$ cat src/amr_pkg.sv
// package for the converter channel, reference and result-format control:
// register offsets, field positions, codes, limits and the state record.
// assumes one 50 MHz clock and a synchronous active-high reset.
// Contract
// - single-ended: ground 0x000, reference minus LSB 0x3FF
// - single-ended result is input times 1024 over reference
// - differential: difference times gain times 512 over reference
// - differential two's complement, clamped to 0x200..0x1FF
// - result bit 9 is the differential sign
// - completed result readable once done flag rises
// - select register: reference 7:6, adjust 5, channel 4:0
// - reference codes: external, supply, reserved, internal 2.56V
// - reference/channel writes apply after running conversion completes
// - adjust bit one left-adjusts, zero right-adjusts
// - adjust change alters result layout at once
// - codes 00000-00111 pick single-ended inputs 0-7
// - codes 01xxx pick pairs against input 0/2, 10x/200x
// - codes 10xxx against input 1, 11000-11101 against 2
// - code 11110 bandgap, code 11111 ground
// - byte placement of left and right adjusted results
// - low byte read freezes result until high byte read (a completion on the low read's own edge still lands)
// - done flag set when result registers are updated
package amr_pkg;

    // register offsets on the plain register port
    localparam int ADDR_W = 2;
    localparam logic [1:0] ADDR_SELECT = 2'h0;
    localparam logic [1:0] ADDR_RES_LOW = 2'h1;
    localparam logic [1:0] ADDR_RES_HIGH = 2'h2;
    localparam logic [1:0] ADDR_STATUS = 2'h3;

    // select register layout and reset value
    localparam int REF_MSB = 7;
    localparam int REF_LSB = 6;
    localparam int ADJ_BIT = 5;
    localparam int CHAN_MSB = 4;
    localparam logic [7:0] SELECT_RESET = 8'h00;

    // status register bits
    localparam int STAT_DONE_BIT = 0;
    localparam int STAT_BUSY_BIT = 1;

    // reference codes
    localparam logic [1:0] REF_EXT = 2'h0;
    localparam logic [1:0] REF_SUPPLY = 2'h1;
    localparam logic [1:0] REF_RSVD = 2'h2;
    localparam logic [1:0] REF_INT = 2'h3;

    // gain codes and factors
    localparam logic [1:0] GAIN_1X = 2'h0;
    localparam logic [1:0] GAIN_10X = 2'h1;
    localparam logic [1:0] GAIN_200X = 2'h2;
    localparam logic signed [8:0] GAIN_VAL_1 = 9'sh001;
    localparam logic signed [8:0] GAIN_VAL_10 = 9'sh00A;
    localparam logic signed [8:0] GAIN_VAL_200 = 9'sh0C8;

    // fixed sources and fixed negative inputs
    localparam logic [4:0] CHAN_BANDGAP = 5'h1E;
    localparam logic [4:0] CHAN_GROUND = 5'h1F;
    localparam logic [2:0] NEG_IN0 = 3'h0;
    localparam logic [2:0] NEG_IN1 = 3'h1;
    localparam logic [2:0] NEG_IN2 = 3'h2;

    // result limits
    localparam logic [9:0] SE_ZERO = 10'h000;
    localparam logic [9:0] SE_FULL = 10'h3FF;
    localparam logic [9:0] DIFF_MAX = 10'h1FF;
    localparam logic [9:0] DIFF_MIN = 10'h200;
    localparam logic signed [24:0] SAT_SE_HI = 25'sh00003FF;
    localparam logic signed [24:0] SAT_POS = 25'sh00001FF;
    localparam logic signed [24:0] SAT_NEG = 25'sh1FFFE00;

    // conversion phase
    typedef enum logic {AMR_IDLE, AMR_BUSY} amr_phase_e;

    // routing of one channel code
    typedef struct packed {
        logic diff;
        logic [2:0] pos;
        logic [2:0] neg;
        logic [1:0] gain;
        logic bandgap;
        logic ground;
    } amr_route_s;

    // whole state of the control block
    typedef struct packed {
        amr_phase_e phase;
        logic busy;
        logic [7:0] selReg;
        logic [1:0] appRef;
        logic [4:0] appChan;
        logic [9:0] result;
        logic locked;
        logic doneFlag;
        logic [7:0] rdData;
        logic [2:0] posInput;
        logic [2:0] negInput;
        logic diffMode;
        logic [1:0] gainSel;
        logic bandgapSel;
        logic groundSel;
        logic refExtPin;
        logic refSupply;
        logic refInternal;
    } amr_state_s;

    localparam amr_state_s AMR_STATE_RESET = '0;

endpackage : amr_pkg

$ cat src/amr_ctrl.sv
// converter control: select register, channel/reference routing,
// result scaling, clamping, byte formatting and the read lock.
// assumes the converter core runs on clk_sys, pulses convStart when it
// samples and convDone with its signed sample when it finishes.
module amr_ctrl
#(
    parameter int SAMPLE_W = 16
)
(
    // clock and reset
    input wire logic clk_sys,
    input wire logic rst,
    // register port
    input wire logic [amr_pkg::ADDR_W-1:0] regAddr,
    input wire logic [7:0] regWrData,
    input wire logic regWrite,
    input wire logic regRead,
    output logic [7:0] regRdData,
    // converter core events
    input wire logic convStart,
    input wire logic convDone,
    input wire logic signed [SAMPLE_W-1:0] coreSample,
    // routing towards the analog front end
    output logic [2:0] posInput,
    output logic [2:0] negInput,
    output logic diffMode,
    output logic [1:0] gainSel,
    output logic bandgapSel,
    output logic groundSel,
    // reference switches
    output logic refExtPin,
    output logic refSupply,
    output logic refInternal,
    // status
    output logic convBusy,
    output logic doneFlag
);

    amr_pkg::amr_state_s st;
    amr_pkg::amr_state_s next_st;
    amr_pkg::amr_route_s route;
    logic selWr;
    logic statWr;
    logic rdLow;
    logic rdHigh;
    logic flagClr;
    logic resUpdate;
    logic signed [8:0] gainVal;
    logic signed [24:0] scaled;
    logic [9:0] convValue;
    logic [7:0] fmtHigh;
    logic [7:0] fmtLow;

    // channel code to input routing
    function automatic amr_pkg::amr_route_s decode(input logic [4:0] chan);
        amr_pkg::amr_route_s r;
        r = '0;
        casez (chan)
            5'b00???:
            begin
                r.pos = chan[2:0];
            end
            5'b01???:
            begin
                r.diff = 1'b1;
                r.pos = {1'b0, chan[2], chan[0]};
                r.neg = chan[2] ? amr_pkg::NEG_IN2 : amr_pkg::NEG_IN0;
                r.gain = chan[1] ? amr_pkg::GAIN_200X : amr_pkg::GAIN_10X;
            end
            5'b10???:
            begin
                r.diff = 1'b1;
                r.pos = chan[2:0];
                r.neg = amr_pkg::NEG_IN1;
                r.gain = amr_pkg::GAIN_1X;
            end
            amr_pkg::CHAN_BANDGAP:
            begin
                r.bandgap = 1'b1;
            end
            amr_pkg::CHAN_GROUND:
            begin
                r.ground = 1'b1;
            end
            default:
            begin
                r.diff = 1'b1;
                r.pos = chan[2:0];
                r.neg = amr_pkg::NEG_IN2;
                r.gain = amr_pkg::GAIN_1X;
            end
        endcase
        return r;
    endfunction : decode

    // register port decode
    assign selWr = regWrite && (regAddr == amr_pkg::ADDR_SELECT);
    assign statWr = regWrite && (regAddr == amr_pkg::ADDR_STATUS);
    assign flagClr = statWr && regWrData[amr_pkg::STAT_DONE_BIT];
    assign rdLow = regRead && (regAddr == amr_pkg::ADDR_RES_LOW);
    assign rdHigh = regRead && (regAddr == amr_pkg::ADDR_RES_HIGH);

    // a finished conversion lands only when no byte pair read is open
    assign resUpdate = (st.phase == amr_pkg::AMR_BUSY) && convDone && !st.locked;

    // gain of the applied channel
    always_comb
    begin
        case (st.gainSel)
            amr_pkg::GAIN_10X: gainVal = amr_pkg::GAIN_VAL_10;
            amr_pkg::GAIN_200X: gainVal = amr_pkg::GAIN_VAL_200;
            default: gainVal = amr_pkg::GAIN_VAL_1;
        endcase
    end

    // sample arrives in units of reference/1024 (single) or /512 (pair)
    assign scaled = 25'(coreSample) * 25'(gainVal);

    // clamp to the code range of the mode
    always_comb
    begin
        if (st.diffMode)
        begin
            if (scaled > amr_pkg::SAT_POS)
                convValue = amr_pkg::DIFF_MAX;
            else if (scaled < amr_pkg::SAT_NEG)
                convValue = amr_pkg::DIFF_MIN;
            else
                convValue = scaled[9:0]; // sign lands in bit 9
        end
        else
        begin
            if (scaled < 0)
                convValue = amr_pkg::SE_ZERO;
            else if (scaled > amr_pkg::SAT_SE_HI)
                convValue = amr_pkg::SE_FULL;
            else
                convValue = scaled[9:0];
        end
    end

    // byte layout follows the live adjust bit, not a captured copy
    amr_result_fmt u_fmt
    (
        .result(st.result),
        .leftAdjust(st.selReg[amr_pkg::ADJ_BIT]),
        .highByte(fmtHigh),
        .lowByte(fmtLow)
    );

    // next state
    always_comb
    begin
        next_st = st;

        // select register is plain read/write storage
        if (selWr)
            next_st.selReg = regWrData;

        // conversion phase
        case (st.phase)
            amr_pkg::AMR_IDLE:
            begin
                if (convStart)
                    next_st.phase = amr_pkg::AMR_BUSY;
            end
            amr_pkg::AMR_BUSY:
            begin
                if (convDone)
                    next_st.phase = amr_pkg::AMR_IDLE;
            end
            default:
            begin
                next_st.phase = amr_pkg::AMR_IDLE;
            end
        endcase
        next_st.busy = (next_st.phase == amr_pkg::AMR_BUSY);

        // selection reaches the front end only between conversions
        if (st.phase == amr_pkg::AMR_IDLE)
        begin
            next_st.appChan = st.selReg[amr_pkg::CHAN_MSB:0];
            if (st.selReg[amr_pkg::REF_MSB:amr_pkg::REF_LSB] != amr_pkg::REF_RSVD)
                next_st.appRef = st.selReg[amr_pkg::REF_MSB:amr_pkg::REF_LSB];
        end

        // registered routing outputs, decoded from the applied channel
        route = decode(next_st.appChan);
        next_st.posInput = route.pos;
        next_st.negInput = route.neg;
        next_st.diffMode = route.diff;
        next_st.gainSel = route.gain;
        next_st.bandgapSel = route.bandgap;
        next_st.groundSel = route.ground;

        // reference switches, internal source off unless chosen
        next_st.refExtPin = (next_st.appRef == amr_pkg::REF_EXT);
        next_st.refSupply = (next_st.appRef == amr_pkg::REF_SUPPLY);
        next_st.refInternal = (next_st.appRef == amr_pkg::REF_INT);

        // capture a finished result
        if (resUpdate)
            next_st.result = convValue;

        // done flag: write one clears, a completion in the same cycle wins
        if (flagClr)
            next_st.doneFlag = 1'b0;
        if (resUpdate)
            next_st.doneFlag = 1'b1;

        // read lock between low and high byte
        if (rdLow)
            next_st.locked = 1'b1;
        if (rdHigh)
            next_st.locked = 1'b0;

        // read data stands one cycle after the strobe
        next_st.rdData = 8'h00;
        if (regRead)
        begin
            case (regAddr)
                amr_pkg::ADDR_SELECT: next_st.rdData = st.selReg;
                amr_pkg::ADDR_RES_LOW: next_st.rdData = fmtLow;
                amr_pkg::ADDR_RES_HIGH: next_st.rdData = fmtHigh;
                amr_pkg::ADDR_STATUS:
                begin
                    next_st.rdData[amr_pkg::STAT_DONE_BIT] = st.doneFlag;
                    next_st.rdData[amr_pkg::STAT_BUSY_BIT] = st.busy;
                end
                default: next_st.rdData = 8'h00;
            endcase
        end
    end

    // state register
    always_ff @(posedge clk_sys)
    begin
        if (rst)
            st <= amr_pkg::AMR_STATE_RESET;
        else
            st <= next_st;
    end

    // outputs straight from the state record
    assign regRdData = st.rdData;
    assign posInput = st.posInput;
    assign negInput = st.negInput;
    assign diffMode = st.diffMode;
    assign gainSel = st.gainSel;
    assign bandgapSel = st.bandgapSel;
    assign groundSel = st.groundSel;
    assign refExtPin = st.refExtPin;
    assign refSupply = st.refSupply;
    assign refInternal = st.refInternal;
    assign convBusy = st.busy;
    assign doneFlag = st.doneFlag;

    // applied channel holds for the whole conversion
    a_chan_deferred: assert property (@(posedge clk_sys) disable iff (rst)
        (st.phase == amr_pkg::AMR_BUSY) |=> ($stable(st.appChan) && $stable(st.appRef)))
        else $error("selection changed during conversion");

    // reserved reference never reaches the switches
    a_ref_reserved: assert property (@(posedge clk_sys) disable iff (rst)
        (!st.refExtPin || !st.refInternal) && (st.appRef != amr_pkg::REF_RSVD))
        else $error("reserved or double reference applied");

    // internal reference switch stays on while a conversion uses it
    a_ref_internal: assert property (@(posedge clk_sys) disable iff (rst)
        (st.appRef == amr_pkg::REF_INT) && (st.phase == amr_pkg::AMR_BUSY)
        |=> st.refInternal && !st.refExtPin && !st.refSupply)
        else $error("internal reference not selected");

    // completion sets the flag and stores the clamped value
    a_done_update: assert property (@(posedge clk_sys) disable iff (rst)
        resUpdate |=> (st.doneFlag && (st.result == $past(convValue))))
        else $error("completion did not update result and flag");

    // a completion beats a same-cycle clear
    a_set_wins: assert property (@(posedge clk_sys) disable iff (rst)
        (resUpdate && flagClr) |=> st.doneFlag)
        else $error("flag clear overrode completion");

    // clear alone drops the flag
    a_flag_clear: assert property (@(posedge clk_sys) disable iff (rst)
        (flagClr && !resUpdate) |=> !st.doneFlag)
        else $error("flag not cleared");

    // result frozen from low read until high read
    a_lock_hold: assert property (@(posedge clk_sys) disable iff (rst)
        (rdLow && !convDone) ##1 (!rdHigh)[*2] |=> $stable(st.result))
        else $error("result changed while byte pair read open");

    // differential overrange clamps at the most positive code
    a_diff_clamp: assert property (@(posedge clk_sys) disable iff (rst)
        (resUpdate && st.diffMode && (scaled > amr_pkg::SAT_POS))
        |=> (st.result == amr_pkg::DIFF_MAX))
        else $error("positive overrange not clamped");

    // negative single-ended input reads as zero
    a_se_floor: assert property (@(posedge clk_sys) disable iff (rst)
        (resUpdate && !st.diffMode && (scaled < 0)) |=> (st.result == amr_pkg::SE_ZERO))
        else $error("single-ended underrange not zero");

    // negative differential result carries the sign bit
    a_sign_bit: assert property (@(posedge clk_sys) disable iff (rst)
        (resUpdate && st.diffMode && (scaled < 0)) |=> st.result[9])
        else $error("sign bit missing");

    // high byte read shows the layout of the live adjust bit
    a_high_read: assert property (@(posedge clk_sys) disable iff (rst)
        rdHigh |=> (regRdData == ($past(st.selReg[amr_pkg::ADJ_BIT])
        ? $past(st.result[9:2]) : {6'h00, $past(st.result[9:8])})))
        else $error("high byte layout wrong");

    // busy follows a start within one cycle
    a_busy_start: assert property (@(posedge clk_sys) disable iff (rst)
        ((st.phase == amr_pkg::AMR_IDLE) && convStart) |=> convBusy)
        else $error("busy not raised on start");

    // ground code routes no input pair
    a_ground_route: assert property (@(posedge clk_sys) disable iff (rst)
        st.groundSel |-> (!st.diffMode && !st.bandgapSel))
        else $error("ground routing inconsistent");

    // low byte read shows the layout of the live adjust bit
    a_low_read: assert property (@(posedge clk_sys) disable iff (rst)
        rdLow |=> (regRdData == ($past(st.selReg[amr_pkg::ADJ_BIT])
        ? {$past(st.result[1:0]), 6'h00} : $past(st.result[7:0]))))
        else $error("low byte layout wrong");

    // a completion that meets an open byte pair read is dropped
    a_lock_drop: assert property (@(posedge clk_sys) disable iff (rst)
        (st.locked && convDone) |=> $stable(st.result))
        else $error("result updated while byte pair read open");

    // differential underrange clamps at the most negative code
    a_diff_floor: assert property (@(posedge clk_sys) disable iff (rst)
        (resUpdate && st.diffMode && (scaled < amr_pkg::SAT_NEG))
        |=> (st.result == amr_pkg::DIFF_MIN))
        else $error("negative overrange not clamped");

endmodule : amr_ctrl

$ cat src/amr_result_fmt.sv
// result byte formatter: places a 10-bit result into two bytes.
// assumes a stored result and the live adjust bit; purely combinational.
module amr_result_fmt
(
    // stored result and layout choice
    input wire logic [9:0] result,
    input wire logic leftAdjust,
    // formatted bytes
    output logic [7:0] highByte,
    output logic [7:0] lowByte
);

    // left: 9:2 high, 1:0 in low 7:6; right: 9:8 high 1:0, 7:0 low
    always_comb
    begin
        if (leftAdjust)
        begin
            highByte = result[9:2];
            lowByte = {result[1:0], 6'h00};
        end
        else
        begin
            highByte = {6'h00, result[9:8]};
            lowByte = result[7:0];
        end
    end

endmodule : amr_result_fmt

$ cat config.mk
export PLATFORM = sky130hd
export DESIGN_NAME = amr_ctrl
export DESIGN_NICKNAME = d
export VERILOG_FILES = /design/src/amr_pkg.sv /design/src/amr_ctrl.sv /design/src/amr_result_fmt.sv
export SDC_FILE = /design/constraint.sdc
export NUM_CORES = 1
export LEC_CHECK = 0
export BUFFER_PORTS_ARGS = -buffer_cell sky130_fd_sc_hd__buf_2
export CAP_MARGIN = 20
export CORE_ASPECT_RATIO = 0.5
export CORE_UTILIZATION = 50
export DETAILED_ROUTE_END_ITERATION = 8
export GPL_TIMING_DRIVEN = 0
export HOLD_SLACK_MARGIN = 0.03
export PLACE_DENSITY = 0.65
export REMOVE_ABC_BUFFERS = 1
export SLEW_MARGIN = 20
export SYNTH_ARGS = -nofsm -noshare
export SYNTH_HDL_FRONTEND = slang
export SYNTH_SLANG_ARGS = --single-unit
$ cat constraint.sdc
create_clock -name clk_sys -period 7.7 [get_ports clk_sys]
set_input_delay 1.54 -clock clk_sys [delete_from_list [all_inputs] [get_ports clk_sys]]
set_output_delay 1.54 -clock clk_sys [all_outputs]
set_load 0.005 [all_outputs]
==> results of run 1 <==
==> metrics by stage <==
stage	area [um2]	hold slack, ps
floorplan	5860	454
global placement	6340	467
detailed placement	6340	478
CTS	6510	490
global route	6510	515
finish	6510	485
==> path summary, 6_finish.rpt <==
kind	from	endpoint	slack, ps	cells past startpoint
setup / recovery	coreSample[7]	st[29]	1260	18
setup reg to reg	gainSel[0]	st[29]	1550	20
hold reg to reg	doneFlag	doneFlag	490	2
hold / removal	doneFlag	doneFlag	490	2
==> kinds of logic (layout without fill, tap and decap cells) <==
family                     after synthesis  after routing
muxes                                   19             19
AOI/OAI and AO/OA                      124            124
buffers and inverters                  161            179
xor gates and xnor gates                10             10
other                                    1              1
DFF                                     49             49
adders and majority gates              129            129
and+or+nand+nor                        238            238
==> per-layer routing <==
layer  wire [um]  track usage  up-vias  part of all wire
li1            -            -     2452                 -
met1        5840        0.272     2232              0.50
met2        5350        0.321      102              0.45
met3         499       0.0178        7             0.042
met4          80       0.0337        0            0.0068
met5           0            0        -                 0
==> flip-flops by register name, summed over array words and instances, names as in the netlist <==
| signal | flops |
|---|---|
| bandgapSel | 1 |
| negInput | 2 |
| posInput | 3 |
| refExtPin | 1 |
| doneFlag | 1 |
| st | 26 |
| diffMode | 1 |
| regRdData | 8 |
| gainSel | 2 |
| refInternal | 1 |
| convBusy | 1 |
| refSupply | 1 |
| groundSel | 1 |
==> power by group through the flow <==
stage	registers (uW)	clock network (uW)	logic (uW)
2_1_floorplan	273	0	119
3_3_place_gp	274	0	164
3_5_place_dp	275	0	166
4_1_cts	269	248	168
5_1_grt	270	260	191
6_report	269	244	167
==> synth_stat cells (all sizes together) (4+ instances only) <==
master | n | share of area
o21ai | 17 | 0.016
a21oi | 42 | 0.035
nor2b | 24 | 0.025
nand2 | 34 | 0.021
ha | 77 | 0.16
inv | 117 | 0.072
xnor2 | 5 | 0.0072
nand3 | 13 | 0.011
a311oi | 4 | 0.0057
nand4 | 5 | 0.0051
fa | 52 | 0.17
a21o | 11 | 0.014
dfxtp | 49 | 0.16
and2 | 52 | 0.053
and3 | 11 | 0.011
clkbuf | 18 | 0.011
nor3 | 13 | 0.011
a31oi | 4 | 0.0041
nor2 | 55 | 0.034
nor4 | 7 | 0.0072
a211oi | 10 | 0.016
a22oi | 6 | 0.0074
xor2 | 5 | 0.0072
buf | 26 | 0.028
mux2i | 19 | 0.031
nand2b | 8 | 0.0082
==> worst reg2reg max path, delay by kind of cell, from the launching register on <==
family,cells,cell delay [ps]
AO/OA/AOI/OAI,6,1490
adder cells (fa/ha/maj),6,2880
buffers and inverters,4,260
flip-flops,1,350
AND/OR/NAND/NOR,4,1050
==> final cells by class <==
cell class              instances  area, um2  area share
clock inverters                 2       38.8     0.00596
flip-flops and latches         49        981       0.151
clock buffers                   6        129      0.0198
multi-input cells             521       4450       0.683
repair buffers                 54        270      0.0415
well taps                     165        206      0.0317
inverters                     117        439      0.0674
==> summary.txt, run 1 <==
static leakage: 0.00329 uW
Die Span Y: 80.1 um
Setup CP Type: primary input to flop
final wirelength: 11800 um
Comb power frac: 0.245
Crit path top cell by count: fa_1
post-synthesis compound-gate area fraction: 0.147
worst-path cell with the longest stage delay: fa_1
yosys warns: 0
Flop pwr share: 0.396
main combinational cell family by area after synthesis: adder cells
skew final: 7.14 ps
Setup Buffers After CTS: 0
Root Driver: clkbuf_16
placed cells: 906
VDD IR max: 0.102 mV
family with the most delay on the worst path: adder cells
Layout Utilization: 0.550
Startpoint Class: primary input
most frequent cells in the layout: 117 x inv_1, 77 x ha_1, 55 x nor2_1
CTS tree: built
cell row count: 28
DRC errors left: 0
Finished Layout Cells: 914
final count of hold timing violations: 0
First DRT Iteration DRCs: 210
Place WS: 966 ps
Yosys reg bits: 49
Synth Area in Adders: 0.328
Synth Instances: 731
area growth from synthesis to layout: 6.68%
Buf/Inv on CP: 3
Clk network pwr share: 0.359
GRT Util Overall: 0.192
critical-path maximum fanout: 13
Die ar.: 12700 um2
final max-slew violation count: 0
ys async rst share: 0
post-layout min period: 6440 ps
n_diodes: 0
pin count of the biggest net entering global routing: 34
Req. time, crit path: 7860 ps
drt first pass iters: 4
TritonCTS Sinks: 49
I/O Buffers: 54
Initial Util: 0.515
post_cts resized: 0
first-pass GRT wire length: 19700 um
Congestion Overflow GR: 0
Seq/Total Area, Yosys: 0.161
core area: 11800 um2
distinct cell type count after synthesis: 68
Slew headroom: 0.377
wire per inst: 12.9 um
Post-synth EDFFs: 0
mux share of post-synthesis cell area: 0.0312
setup TNS: 0 ps
Critical Path AT: 6610 ps
Avg Vias per Cell: 5.24
clock insertion delay at the later pin of the skew report: 290 ps
# fillers: 1139
Post-Synth XOR/XNOR Area: 0.0144
antenna viol nets, final: 0
Max Clock Freq: 155 MHz
Least-Margin Pin Slew: 934 ps
Critical Path Sink Type: flop
Max-Cap Viols: 0
routed vias: 4793
post-DP HPWL: 9760 um
synthesized cell area: 6100 um2
placer congestion estimate: 0.891
most common cell after layout, fill and taps aside: inv_1
Final Setup Violations: 0
HP Class: flop to flop
vias in the first global route: 4290
layout cells sized above 1: 0.103
NetSw: 195 uW
Pint: 484 uW
total number of H-tree levels: 2
Sw Share: 0.287
post-synthesis simple-gate area fraction: 0.206
cts hold-fix bufs: 0
syn_area_per_cell: 8.35 um2
slowest stage delay, CP: 550 ps
Max Root-Sink Buffers: 2
Clock transition at path regs: 60 ps
Power Total: 679 uW
final worst setup slack: 1260 ps
Post-synth top flop: dfxtp_1
Top Ports: 56
initial antenna violation count: 0
TritonCTS Buffers: 5
unrepaired setup endpoints after global routing: false
status: finished clean
Final period util: 0.837
Final nets: 909
CP Cell Sequence: buf_2 > and2_1 > ha_1 > fa_1 > fa_1 > inv_1 > fa_1 > inv_1 > ha_1 > and4_1 > and2_1 > a21boi_1 > or2_2 > a211oi_2 > a2111oi_0 > nand2_1 > o21ai_4 > a22oi_1
P per Cell Area: 104 nW/um2
Die Width: 158 um
(Power assumes the default switching activity.)
==> inputs of run 2 (changes only) <==
PLACE_DENSITY = 0.68   (was 0.65)
clock period = 5.59 ns   (was 7.7 ns; I/O delays follow)
==> summary.txt, run 2 (synthesized netlist as in run 1, its figures left out) <==
HP Class: flop to flop (unchanged)
vias in the first global route: 4580 (was 4290)
Die Width: 158 um (unchanged)
Largest Register: st (unchanged)
Setup CP Type: primary input to flop (unchanged)
Die Span Y: 80.1 um (unchanged)
placed cells: 906 (unchanged)
post-DP HPWL: 9840 um (was 9760 um)
post-layout min period: 5630 ps
cell row count: 28 (unchanged)
TritonCTS Sinks: 49 (unchanged)
initial antenna violation count: 0 (unchanged)
cts hold-fix bufs: 0 (unchanged)
routed vias: 4996 (was 4793)
NetSw: 291 uW (was 195 uW)
skew final: 3.99 ps (was 7.14 ps)
Comb power frac: 0.283 (was 0.245)
Pint: 711 uW (was 484 uW)
Congestion Overflow GR: 0 (unchanged)
layout cells sized above 1: 0.230 (was 0.103)
Die ar.: 12700 um2 (unchanged)
DRC errors left: 1 (was 0)
Sw Share: 0.290 (was 0.287)
Max Clock Freq: 178 MHz
max FFs per register: 26 (unchanged)
VDD IR max: 0.159 mV (was 0.102 mV)
pin count of the biggest net entering global routing: 34 (unchanged)
Critical Path AT: 5840 ps (was 6610 ps)
critical-path maximum fanout: 6 (was 13)
unrepaired setup endpoints after global routing: true (was false)
failing checks: design-rule violations, negative setup slack
Clock transition at path regs: 60 ps (about the same)
Slew headroom: 0.463 (was 0.377)
Final Setup Violations: 1 (was 0)
GR Layer Usage met3: 0.0146 (was 0.0178)
most frequent cells in the layout: 110 x inv_1, 54 x nor2_1, 54 x ha_1 (was 117 x inv_1, 77 x ha_1, 55 x nor2_1)
first-pass GRT wire length: 21300 um (was 19700 um)
final worst setup slack: -42.2 ps (was 1260 ps)
First DRT Iteration DRCs: 305 (was 210)
wire per inst: 14.0 um (was 12.9 um)
antenna viol nets, final: 0 (unchanged)
TritonCTS Buffers: 5 (unchanged)
GR peak layer: met2 (unchanged)
final count of hold timing violations: 0 (unchanged)
area growth from synthesis to layout: 19.3% (was 6.68%)
Crit path top cell by count: fa_1 (unchanged)
Critical Path Sink Type: flop (unchanged)
R2R Path Start: gainSel[1] (was gainSel[0])
Flop pwr share: 0.370 (was 0.396)
Startpoint Class: primary input (unchanged)
core area: 11800 um2 (unchanged)
Worst Setup SP: coreSample[6] (was coreSample[7])
CP Cell Sequence: buf_2 > and2_4 > ha_4 > fa_1 > fa_1 > inv_1 > fa_1 > inv_2 > ha_4 > a21o_1 > a221oi_4 > nor2b_4 > buf_6 > a221o_1 > a211oi_2 > nand2_1 > o41ai_4 > buf_4 > nand3_2 > a211oi_2 (was buf_2 > and2_1 > ha_1 > fa_1 > fa_1 > inv_1 > fa_1 > inv_1 > ha_1 > and4_1 > and2_1 > a21boi_1 > or2_2 > a211oi_2 > a2111oi_0 > nand2_1 > o21ai_4 > a22oi_1)
Max Root-Sink Buffers: 2 (unchanged)
CTS tree: built (unchanged)
Final period util: 1.01
n_diodes: 0 (unchanged)
hold_sp: doneFlag (unchanged)
slowest stage delay, CP: 500 ps (was 550 ps)
Initial Util: 0.515 (unchanged)
GRT Util Overall: 0.207 (was 0.192)
M2 GR Usage: 0.347 (was 0.321)
Power Total: 1000 uW (was 679 uW)
most common cell after layout, fill and taps aside: inv_1 (unchanged)
Clk network pwr share: 0.347 (was 0.359)
Root Driver: clkbuf_16 (unchanged)
Layout Utilization: 0.615 (was 0.550)
placer congestion estimate: 0.866 (was 0.891)
worst-path cell with the longest stage delay: fa_1 (unchanged)
Finished Layout Cells: 944 (was 914)
M1 GR Usage: 0.295 (was 0.272)
Avg Vias per Cell: 5.29 (was 5.24)
family with the most delay on the worst path: adder cells (unchanged)
final wirelength: 13200 um (was 11800 um)
Req. time, crit path: 5800 ps (was 7860 ps)
Max-Cap Viols: 0 (unchanged)
Top Ports: 56 (unchanged)
final max-slew violation count: 0 (unchanged)
status: complete, but fails checks (was finished clean)
clock insertion delay at the later pin of the skew report: 280 ps (was 290 ps)
I/O Buffers: 54 (unchanged)
Least-Margin Pin Slew: 802 ps (was 934 ps)
Buf/Inv on CP: 5 (was 3)
Final nets: 939 (was 909)
drt first pass iters: 7 (was 4)
static leakage: 0.00345 uW (was 0.00329 uW)
total number of H-tree levels: 2 (unchanged)
P per Cell Area: 138 nW/um2 (was 104 nW/um2)
==> run 2: area by class of cell <==
class	count	area, um2
multi-input combinational	522	4960
fill	1007	4560
sequential	49	981
timing repair buffer	83	515
inverter	117	439
tap	165	206
clock buffer	6	139
clock inverter	2	37.5
==> run 2: repair_timing <==
action                     in CTS  in global routing
setup endpoints to repair      10                 10
pin swaps                      32                 53
gates cloned                    1                  0
gates resized for setup        58                 54
setup buffers                  17                 12
==> run 2: power by group through the flow <==
stage / logic (uW) / clock network [uW] / registers (uW)
2_1_floorplan: 164 / 0 / 376
3_3_place_gp: 225 / 0 / 378
3_5_place_dp: 228 / 0 / 378
4_1_cts: 260 / 348 / 370
5_1_grt: 317 / 367 / 372
6_report: 284 / 347 / 371
==> run 2: tightest hold or removal path, stage by stage (launching register included) <==
cell     delay (ps)
dfxtp_1         330
nand2_1          60
a21oi_1          50
==> run 2: through the flow <==
step	worst slack (ps)	TNS [ps]	hold slack, ps	cell area [um2]
2_1_floorplan	-155	-1320	454	5860
3_3_place_gp	-690	-6700	469	6340
3_5_place_dp	-719	-6850	473	6340
4_1_cts	2.15	0	481	6950
5_1_grt	-142	-847	496	7280
6_report	-42.2	-42.2	484	7280
==> run 2: final timing paths <==
check	end	slack, ps	depth (start not counted)
max	st[24]	-40	20
min	doneFlag	480	2
max reg2reg	st[24]	90	21
min reg2reg	doneFlag	480	2
==> run 2: per-layer routing <==
layer,vias to the layer above,routed length (um)
met1,2375,6310
li1,2509,-
met2,102,6360
met3,10,448
met4,0,105
met5,-,0
